File: config.mk
export PLATFORM = sky130hd
export DESIGN_NAME = oatr_regs
export DESIGN_NICKNAME = d
export VERILOG_FILES = /design/src/hdl/oatr_sync2.v /design/src/hdl/oatr_level_adj.v /design/src/hdl/oatr_regs.v
export VERILOG_INCLUDE_DIRS = /design/src /design/src/hdl
export SDC_FILE = /design/constraint.sdc
export NUM_CORES = 1
export LEC_CHECK = 0
export BUFFER_PORTS_ARGS = -buffer_cell sky130_fd_sc_hd__buf_2
export CORE_MARGIN = 2
export CORE_UTILIZATION = 41
export DETAILED_ROUTE_END_ITERATION = 8
export GPL_TIMING_DRIVEN = 1
export PLACE_DENSITY = 0.72
export SLEW_MARGIN = 20
export SYNTH_ARGS = -nofsm -noshare
export SYNTH_HDL_FRONTEND = slang
export SYNTH_SLANG_ARGS = --single-unit
File: constraint.sdc
create_clock -name sys_clk -period 2.6 [get_ports sys_clk]
set_clock_uncertainty 0.2 [all_clocks]
set_input_delay 0.65 -clock sys_clk [delete_from_list [all_inputs] [get_ports sys_clk]]
set_output_delay 0.65 -clock sys_clk [all_outputs]
set_load 0.01 [all_outputs]
File: src/hdl/oatr_defs.vh
// constants for the oscillator and amplifier trim register bank
`ifndef OATR_DEFS_VH
`define OATR_DEFS_VH

// register word indices; byte address is four times the index
`define OATR_IDX_CAP_COARSE 8'h62
`define OATR_IDX_CAP_FINE 8'h63
`define OATR_IDX_SPARE 8'h64
`define OATR_IDX_OSC_START 8'h65
`define OATR_IDX_LEVEL_OFS 8'h66
`define OATR_IDX_AMP_RANGE 8'h67
`define OATR_IDX_AMP_FINE 8'h68
`define OATR_IDX_OSC_STATUS 8'h69

// reset values
`define OATR_RST_CAP_COARSE 8'h88
`define OATR_RST_CAP_FINE 8'h80
`define OATR_RST_SPARE 8'h00
`define OATR_RST_OSC_START 8'h0F
`define OATR_RST_LEVEL_OFS 8'h28
`define OATR_RST_AMP_RANGE 8'h13
`define OATR_RST_AMP_FINE 8'h10
`define OATR_RST_SUPPLY_COARSE 4'h3
`define OATR_RST_SUPPLY_FINE 6'h10

// field positions
`define OATR_BIT_START_SEL 5
`define OATR_BIT_OFS_SIGN 7
`define OATR_OFS_MSB 5
`define OATR_BIT_RAMP 6
`define OATR_RANGE_MSB 5
`define OATR_RANGE_LSB 4
`define OATR_SUPPLY_MSB 3
`define OATR_FINE_MSB 5
`define OATR_COARSE_OUT_MSB 7
`define OATR_COARSE_OUT_LSB 4
`define OATR_COARSE_IN_MSB 3

// power range codes
`define OATR_RANGE_0DBM 2'h0
`define OATR_RANGE_10DBM 2'h1
`define OATR_RANGE_13DBM 2'h2
`define OATR_RANGE_20DBM 2'h2
`define OATR_RANGE_BAD 2'h3

// signal-level arithmetic width
`define OATR_LEVEL_W 8

// oscillator settle qualification, in system clocks
`define OATR_SETTLE_CYC 4'h4

`endif

File: src/hdl/oatr_sync2.v
// two flip-flop synchroniser for a level from outside the clock domain
`timescale 1ns/1ps
`default_nettype none
module oatr_sync2 (
	input wire sys_clk,
	input wire rst_n,
	input wire d_in,
	output wire q_out
);
	reg meta_q;
	reg sync_q;
	always @(posedge sys_clk or negedge rst_n) begin
		if (!rst_n) begin
			meta_q <= 1'b0;
			sync_q <= 1'b0;
		end else begin
			meta_q <= d_in;
			sync_q <= meta_q;
		end
	end
	assign q_out = sync_q;
endmodule // oatr_sync2
`default_nettype wire

File: src/hdl/oatr_level_adj.v
// signed offset applied to a measured signal level, saturating
`timescale 1ns/1ps
`default_nettype none
`include "oatr_defs.vh"
module oatr_level_adj (
	input wire [`OATR_LEVEL_W-1:0] level_in,
	input wire add_sel,
	input wire [`OATR_OFS_MSB:0] offset,
	output reg [`OATR_LEVEL_W-1:0] level_out
);
	reg [`OATR_LEVEL_W:0] sum;
	always @* begin
		sum = {1'b0, level_in};
		if (add_sel) begin
			sum = {1'b0, level_in} + {3'h0, offset};
			level_out = sum[`OATR_LEVEL_W] ? 8'hFF : sum[`OATR_LEVEL_W-1:0];
		end else begin
			sum = {1'b0, level_in} - {3'h0, offset};
			level_out = sum[`OATR_LEVEL_W] ? 8'h00 : sum[`OATR_LEVEL_W-1:0];
		end
	end
endmodule // oatr_level_adj
`default_nettype wire

File: src/hdl/oatr_regs.v
// oscillator and amplifier trim register bank with wishbone slave
//
// Local design decision: the Wishbone interface to the registers.
`timescale 1ns/1ps
`default_nettype none
`include "oatr_defs.vh"
// Functional notes
// software keeps fine trim within 0x00 to 0x77
// start bit clear: fast start, trims zero
// start bit set: programmed trims from start
// fast start swaps in programmed trims once stable
// sign bit: clear subtracts, set adds offset
// six-bit offset magnitude, reset 0x28
// ramp bit picks legacy or high-power scheme
// legacy range codes 0/10/13 dBm, 11 forbidden
// high-power variant only uses range code 10
// four-bit coarse supply trim, reset 0011
// six-bit fine supply trim, reset 010000
// spare register read/write, resets zero
// two coarse pin trims, each reset 1000
// registers read back last write, next edge
module oatr_regs (
	input wire sys_clk,
	input wire rst_n,
	input wire wb_cyc_i,
	input wire wb_stb_i,
	input wire wb_we_i,
	input wire [9:0] wb_adr_i,
	input wire [3:0] wb_sel_i,
	input wire [31:0] wb_dat_i,
	output reg [31:0] wb_dat_o,
	output reg wb_ack_o,
	output reg wb_err_o,
	input wire osc_run,
	input wire osc_stable,
	input wire [7:0] level_raw,
	output reg [7:0] level_adjusted_q,
	output reg [3:0] out_pin_cap_coarse_q,
	output reg [3:0] in_pin_cap_coarse_q,
	output reg [7:0] load_cap_fine_q,
	output reg amp_ramp_style_q,
	output reg [1:0] amp_power_range_q,
	output reg amp_range_fault_q,
	output reg [3:0] amp_supply_coarse_q,
	output reg [5:0] amp_supply_fine_q
);
	localparam ST_OFF = 4'h1;
	localparam ST_FAST = 4'h2;
	localparam ST_SETTLE = 4'h4;
	localparam ST_TRIMMED = 4'h8;

	reg [7:0] cap_coarse_q;
	reg [7:0] cap_fine_q;
	reg [7:0] spare_q;
	reg [7:0] osc_start_q;
	reg [7:0] level_ofs_q;
	reg [7:0] amp_range_q;
	reg [7:0] amp_fine_q;
	reg [3:0] state_q;
	reg [3:0] state_d;
	reg [3:0] settle_q;
	reg [3:0] settle_d;
	reg [7:0] rd_data;
	reg hit;
	wire run_s;
	wire stable_s;
	wire [7:0] level_s;
	wire [7:0] level_adj;
	wire [7:0] idx;
	wire req;
	wire wr_en;
	wire trims_zero;
	wire wr_cap_coarse;
	wire wr_cap_fine;
	wire wr_spare;
	wire wr_osc_start;
	wire wr_level_ofs;
	wire wr_amp_range;
	wire wr_amp_fine;
	reg [7:0] level_prev_q;
	reg [7:0] level_hold_q;

	// pins from the analog oscillator pass two flops first
	oatr_sync2 u_sync_run (
		.sys_clk(sys_clk),
		.rst_n(rst_n),
		.d_in(osc_run),
		.q_out(run_s)
	);
	oatr_sync2 u_sync_stable (
		.sys_clk(sys_clk),
		.rst_n(rst_n),
		.d_in(osc_stable),
		.q_out(stable_s)
	);
	genvar gi;
	generate
		for (gi = 0; gi < 8; gi = gi + 1) begin : g_lvl
			// per-bit sync; a changing multi-bit level may tear for one sample
			oatr_sync2 u_sync_lvl (
				.sys_clk(sys_clk),
				.rst_n(rst_n),
				.d_in(level_raw[gi]),
				.q_out(level_s[gi])
			);
		end
	endgenerate

	// a sample is used only once two in a row agree, so a torn word never reaches the adder;
	// the price is that a level changing on every clock keeps its last steady value
	always @(posedge sys_clk or negedge rst_n) begin
		if (!rst_n) begin
			level_prev_q <= 8'h00;
			level_hold_q <= 8'h00;
		end else begin
			level_prev_q <= level_s;
			if (level_s == level_prev_q) begin
				level_hold_q <= level_s;
			end
		end
	end

	oatr_level_adj u_level (
		.level_in(level_hold_q),
		.add_sel(level_ofs_q[`OATR_BIT_OFS_SIGN]),
		.offset(level_ofs_q[`OATR_OFS_MSB:0]),
		.level_out(level_adj)
	);

	assign idx = wb_adr_i[9:2];
	assign req = wb_cyc_i & wb_stb_i & ~wb_ack_o & ~wb_err_o;
	assign wr_en = req & wb_we_i & wb_sel_i[0] & hit;

	always @* begin
		hit = 1'b1;
		rd_data = 8'h00;
		case (idx)
			`OATR_IDX_CAP_COARSE: rd_data = cap_coarse_q;
			`OATR_IDX_CAP_FINE: rd_data = cap_fine_q;
			`OATR_IDX_SPARE: rd_data = spare_q;
			`OATR_IDX_OSC_START: rd_data = osc_start_q;
			`OATR_IDX_LEVEL_OFS: rd_data = level_ofs_q;
			`OATR_IDX_AMP_RANGE: rd_data = amp_range_q;
			`OATR_IDX_AMP_FINE: rd_data = amp_fine_q;
			`OATR_IDX_OSC_STATUS: rd_data = {4'h0, state_q};
			default: hit = 1'b0;
		endcase
	end

	// bus answer: ack or err one cycle after the request, dropped the next
	always @(posedge sys_clk or negedge rst_n) begin
		if (!rst_n) begin
			wb_ack_o <= 1'b0;
			wb_err_o <= 1'b0;
		end else begin
			wb_ack_o <= req & hit;
			wb_err_o <= req & ~hit;
		end
	end

	// read data stays put between reads so a late sampler still sees it
	always @(posedge sys_clk or negedge rst_n) begin
		if (!rst_n) begin
			wb_dat_o <= 32'h00000000;
		end else if (req & hit & ~wb_we_i) begin
			wb_dat_o <= {24'h000000, rd_data};
		end
	end

	// register file; all bits including reserved ones read back as written
	assign wr_cap_coarse = wr_en & (idx == `OATR_IDX_CAP_COARSE);
	assign wr_cap_fine = wr_en & (idx == `OATR_IDX_CAP_FINE);
	assign wr_spare = wr_en & (idx == `OATR_IDX_SPARE);
	assign wr_osc_start = wr_en & (idx == `OATR_IDX_OSC_START);
	assign wr_level_ofs = wr_en & (idx == `OATR_IDX_LEVEL_OFS);
	assign wr_amp_range = wr_en & (idx == `OATR_IDX_AMP_RANGE);
	assign wr_amp_fine = wr_en & (idx == `OATR_IDX_AMP_FINE);

	always @(posedge sys_clk or negedge rst_n) begin
		if (!rst_n) begin
			cap_coarse_q <= `OATR_RST_CAP_COARSE;
		end else if (wr_cap_coarse) begin
			cap_coarse_q <= wb_dat_i[7:0];
		end
	end

	// no clamp: staying at or below 0x77 is software's job
	always @(posedge sys_clk or negedge rst_n) begin
		if (!rst_n) begin
			cap_fine_q <= `OATR_RST_CAP_FINE;
		end else if (wr_cap_fine) begin
			cap_fine_q <= wb_dat_i[7:0];
		end
	end

	always @(posedge sys_clk or negedge rst_n) begin
		if (!rst_n) begin
			spare_q <= `OATR_RST_SPARE;
		end else if (wr_spare) begin
			spare_q <= wb_dat_i[7:0];
		end
	end

	always @(posedge sys_clk or negedge rst_n) begin
		if (!rst_n) begin
			osc_start_q <= `OATR_RST_OSC_START;
		end else if (wr_osc_start) begin
			osc_start_q <= wb_dat_i[7:0];
		end
	end

	always @(posedge sys_clk or negedge rst_n) begin
		if (!rst_n) begin
			level_ofs_q <= `OATR_RST_LEVEL_OFS;
		end else if (wr_level_ofs) begin
			level_ofs_q <= wb_dat_i[7:0];
		end
	end

	always @(posedge sys_clk or negedge rst_n) begin
		if (!rst_n) begin
			amp_range_q <= `OATR_RST_AMP_RANGE;
		end else if (wr_amp_range) begin
			amp_range_q <= wb_dat_i[7:0];
		end
	end

	always @(posedge sys_clk or negedge rst_n) begin
		if (!rst_n) begin
			amp_fine_q <= `OATR_RST_AMP_FINE;
		end else if (wr_amp_fine) begin
			amp_fine_q <= wb_dat_i[7:0];
		end
	end

	// oscillator start sequencing
	always @* begin
		state_d = state_q;
		settle_d = settle_q;
		case (state_q)
			ST_OFF: begin
				// start bit is read only here; a later write waits for the next start
				if (run_s) begin
					if (osc_start_q[`OATR_BIT_START_SEL]) begin
						state_d = ST_TRIMMED;
					end else begin
						state_d = ST_FAST;
					end
				end
			end
			ST_FAST: begin
				settle_d = 4'h0;
				if (!run_s) begin
					state_d = ST_OFF;
				end else if (stable_s) begin
					state_d = ST_SETTLE;
				end
			end
			ST_SETTLE: begin
				// a few clocks of steady stable filter a glitchy indicator
				if (!run_s || !stable_s) begin
					state_d = run_s ? ST_FAST : ST_OFF;
				end else if (settle_q == `OATR_SETTLE_CYC - 4'h1) begin
					state_d = ST_TRIMMED;
				end else begin
					settle_d = settle_q + 4'h1;
				end
			end
			ST_TRIMMED: begin
				if (!run_s) begin
					state_d = ST_OFF;
				end
			end
			default: state_d = ST_OFF;
		endcase
	end

	always @(posedge sys_clk or negedge rst_n) begin
		if (!rst_n) begin
			state_q <= ST_OFF;
		end else begin
			state_q <= state_d;
		end
	end

	always @(posedge sys_clk or negedge rst_n) begin
		if (!rst_n) begin
			settle_q <= 4'h0;
		end else begin
			settle_q <= settle_d;
		end
	end

	// trims are held at zero until the trimmed state is reached
	assign trims_zero = (state_q != ST_TRIMMED);

	// analog-facing outputs, all registered
	always @(posedge sys_clk or negedge rst_n) begin
		if (!rst_n) begin
			out_pin_cap_coarse_q <= 4'h0;
			in_pin_cap_coarse_q <= 4'h0;
			load_cap_fine_q <= 8'h00;
		end else if (trims_zero) begin
			out_pin_cap_coarse_q <= 4'h0;
			in_pin_cap_coarse_q <= 4'h0;
			load_cap_fine_q <= 8'h00;
		end else begin
			out_pin_cap_coarse_q <= cap_coarse_q[`OATR_COARSE_OUT_MSB:`OATR_COARSE_OUT_LSB];
			in_pin_cap_coarse_q <= cap_coarse_q[`OATR_COARSE_IN_MSB:0];
			load_cap_fine_q <= cap_fine_q;
		end
	end

	always @(posedge sys_clk or negedge rst_n) begin
		if (!rst_n) begin
			level_adjusted_q <= 8'h00;
		end else begin
			level_adjusted_q <= level_adj;
		end
	end

	always @(posedge sys_clk or negedge rst_n) begin
		if (!rst_n) begin
			amp_ramp_style_q <= 1'b0;
			amp_power_range_q <= `OATR_RANGE_10DBM;
			amp_supply_coarse_q <= `OATR_RST_SUPPLY_COARSE;
			amp_supply_fine_q <= `OATR_RST_SUPPLY_FINE;
		end else begin
			amp_ramp_style_q <= amp_range_q[`OATR_BIT_RAMP];
			amp_power_range_q <= amp_range_q[`OATR_RANGE_MSB:`OATR_RANGE_LSB];
			amp_supply_coarse_q <= amp_range_q[`OATR_SUPPLY_MSB:0];
			amp_supply_fine_q <= amp_fine_q[`OATR_FINE_MSB:0];
		end
	end

	// flags a code that the selected ramp style forbids; informative only, nothing is blocked
	always @(posedge sys_clk or negedge rst_n) begin
		if (!rst_n) begin
			amp_range_fault_q <= 1'b0;
		end else if (amp_range_q[`OATR_BIT_RAMP]) begin
			amp_range_fault_q <= (amp_range_q[`OATR_RANGE_MSB:`OATR_RANGE_LSB] != `OATR_RANGE_20DBM);
		end else begin
			amp_range_fault_q <= (amp_range_q[`OATR_RANGE_MSB:`OATR_RANGE_LSB] == `OATR_RANGE_BAD);
		end
	end
endmodule // oatr_regs
`default_nettype wire

==> flow_summary_export.csv <==
group,metric,value,unit
synthesis,yosysTopAreaCell,"dfrtp_1",
synthesis,dominantRegCellSynth,"dfrtp_1",
floorplan,initial_core_util,42.0,%
global_route,grt_pass1_vias,4783,
global_route,grt_remaining_overflow,0,
sta,setup_violations,0,
synthesis,ys_warn_count,0,
place,io_buffers,79,
clock_tree,post_cts.repair.setup_buffers,0,
place,hpwl,11.2,mm
place,post-place-ws,-139,ps
drt,vias_per_cell,5.17,
pwr,p_per_area,695,nW/um^2
critical_path,cpPeakStageDelay,450,ps
drt,dr.pass1.iters,5,
final_layout,nets,728,
pwr,power_leakage,4.08,nW
critical_path,cp_data_arrival_time,2570,ps
outcome,status,"complete, no violations",
sta,holdWs,133,ps
drt,vias,4554,
final_layout,finish.utilization,51.4,%
synthesis,synth_seq_area_share,55.6,%
clock_tree,cts_buffer_depth,2,
sta,fin_crit_sh,93.8,%
critical_path,cp.required,2730,ps
drt,drc,0,
clock_tree,clk_pin_slew,60,ps
floorplan,die_area,17400,sq um
clock_tree,cts.sinks,148,
synthesis,synth_cell_type_count,67,
critical_path,setup.worst_path.class,"reg -> reg",
synthesis,synth-edff-count,0,
critical_path,endpoint_kind,"register",
final_layout,syn2layout_area_growth,22.3,%
critical_path,slowest_stage,"dfrtp_1",
critical_path,crit_path_cell_trace,"inv_1, ha_1, nor2b_1, o31ai_1, a311oi_1, a311o_1, nor3_1",
place,gp_congestion,0.882,
final_layout,drive_above_1_share,40.4,%
synthesis,synthArstFlopShare,100,%
clock_tree,tritoncts,"built",
sta,tightest_slew,884,ps
global_route,grt_pass1_wl,25.5,mm
synthesis,yosys-top-cells-area,"dfrtp_1 (49%), mux2_2 (12%), dfstp_2 (7.1%)",
run,cap_violations,0,
sta,setup_slack,160,ps
clock_tree,root_buffer,"clkbuf_16",
sta,relSlewSlack,40.7,%
final_layout,layout_common_cells,"dfrtp_1 (130), buf_2 (78), mux2_2 (71)",
global_route,antenna_found_initial,0,
clock_tree,htreeDepth,4,
critical_path,start_kind,"register",
drt,wl_per_cell,17.4,um
drt,wl,15.3,mm
floorplan,core-area,15900,sq um
pwr,vdd_drop_max,0.461,mV
worst_hold_path,hold_path.class,"in -> reg",
clock_tree,cts_made_buffers,17,
drt,dr.first_iter.drc_count,251,
clock_tree,clock_latency,420,ps
synthesis,synth_top_area_share,48.5,%
global_route,grt_use_total,18.5,%
floorplan,dieHeight,132,um
pwr,power,5.70,mW
sta,grt_setup_unrepaired,"no",
final_layout,register_area,3730,sq um
synthesis,syn-cell-area,6700,sq um
floorplan,io_pins,133,
drt,antenna_left,0,
sta,period_minus_slack,2440,ps
critical_path,cp_max_fo,5,
sta,max_freq,410,MHz
final_layout,multi_input_area,2740,sq um
synthesis,synth_cells,525,
synthesis,ys_ff_latch,148,
global_route,grt_max_degree,47,
sta,timing.final.max_slew_violations,0,
floorplan,die_w,132,um
sta,hold_viol,0,
floorplan,core.rowCount,46,
final_layout,final_common_cell,"dfrtp_1",
final_layout,fillCellCount,1372,
synthesis,synth.avg_cell_area,12.8,sq um
## worst max-delay path, delay by kind of cell, from the launching register on
kind	cells	cell delay, ps
buffers and inverters	1	120
AND/OR/NAND/NOR	2	310
AO/OA/AOI/OAI	3	970
adder cells (fa/ha/maj)	1	320
flip-flops	1	450
## worst paths after layout
| check | startpoint | end | slack [ps] | depth (start not counted) |
|---|---|---|---|---|
| worst max-delay path | level_ofs_q[1] | level_adjusted_q[7] | 160 | 7 |
| worst min-delay path | level_raw[0] | g_lvl[0].u_sync_lvl.meta_q | 130 | 1 |
| worst max register to register | level_ofs_q[1] | level_adjusted_q[7] | 160 | 7 |
| worst min register to register | g_lvl[6].u_sync_lvl.meta_q | g_lvl[6].u_sync_lvl.q_out | 140 | 0 |
| max in group asynchronous | rst_n | amp_supply_coarse_q[1] | 980 | 3 |
| min in group asynchronous | rst_n | load_cap_fine_q[6] | 530 | 2 |
## report_power, final
part           switching, mW  internal [mW]
registers             0.0841           2.41
clock network          0.980           1.54
logic                  0.376          0.298
## metal layers
layer	part of all wire (%)	track usage [%]	vias up
met5	0	0	-
met4	0.98	5.25	0
met3	5.6	4.46	11
met2	49	29.5	180
met1	44	25.3	2270
li1	-	-	2093
## cell usage after synthesis, drive strengths merged (2+ instances only)
cell,number
ha,14
and4bb,2
o211ai,3
a221o,2
nand2b,6
mux2i,10
or3,2
nand3b,3
clkbuf,9
nand4,2
a21oi,17
or4,2
o21ai,19
xor2,9
a211oi,3
nor3b,3
o22a,2
a311o,3
nand3,9
buf,30
or2,2
a22oi,4
fa,2
a21o,3
clkinv,2
o221ai,2
mux4,3
nor2,20
dfrtp,130
and3,2
dfstp,18
nand2,18
a221oi,2
o311ai,5
mux2,79
nor2b,10
and2,18
o22ai,2
o31ai,4
nor3,10
o21a,5
inv,17
nor4,3
## kinds of logic after synthesis
kind of cell / Yosys count / synth area share (%)
compound gates: 84 / 8.55
xor+xnor: 9 / 1.18
fa+ha+maj: 16 / 3.21
buf+inv: 58 / 4.87
flops: 148 / 55.6
mux: 92 / 16.2
other cells: 1 / 0.0560
simple gates: 117 / 10.3
## final cells by class
class                      count  area share (%)
inverter                      19           0.870
timing repair buffer         123            9.42
tap                          216            3.30
sequential                   148            45.4
clock inverter                14            2.15
antenna                        1          0.0305
multi-input combinational    342            33.4
clock buffer                  18            5.36
## stage by stage
step / instances / TNS, ps / instance area (sq um)
after floorplan: 548 / -168 / 6790
after global placement: 847 / -1450 / 7560
after detailed placement: 847 / -2660 / 7560
after CTS: 880 / 0 / 8190
after global routing: 880 / 0 / 8200
final: 881 / 0 / 8200
## what timing repair did
action	4_1_cts	5_1_grt
endpoints found under the hold margin	37	0
resized for setup	0	5
endpoints found under the setup margin	0	6
hold buffers	1	0
No activity file was read; power rests on OpenSTA's default activity.
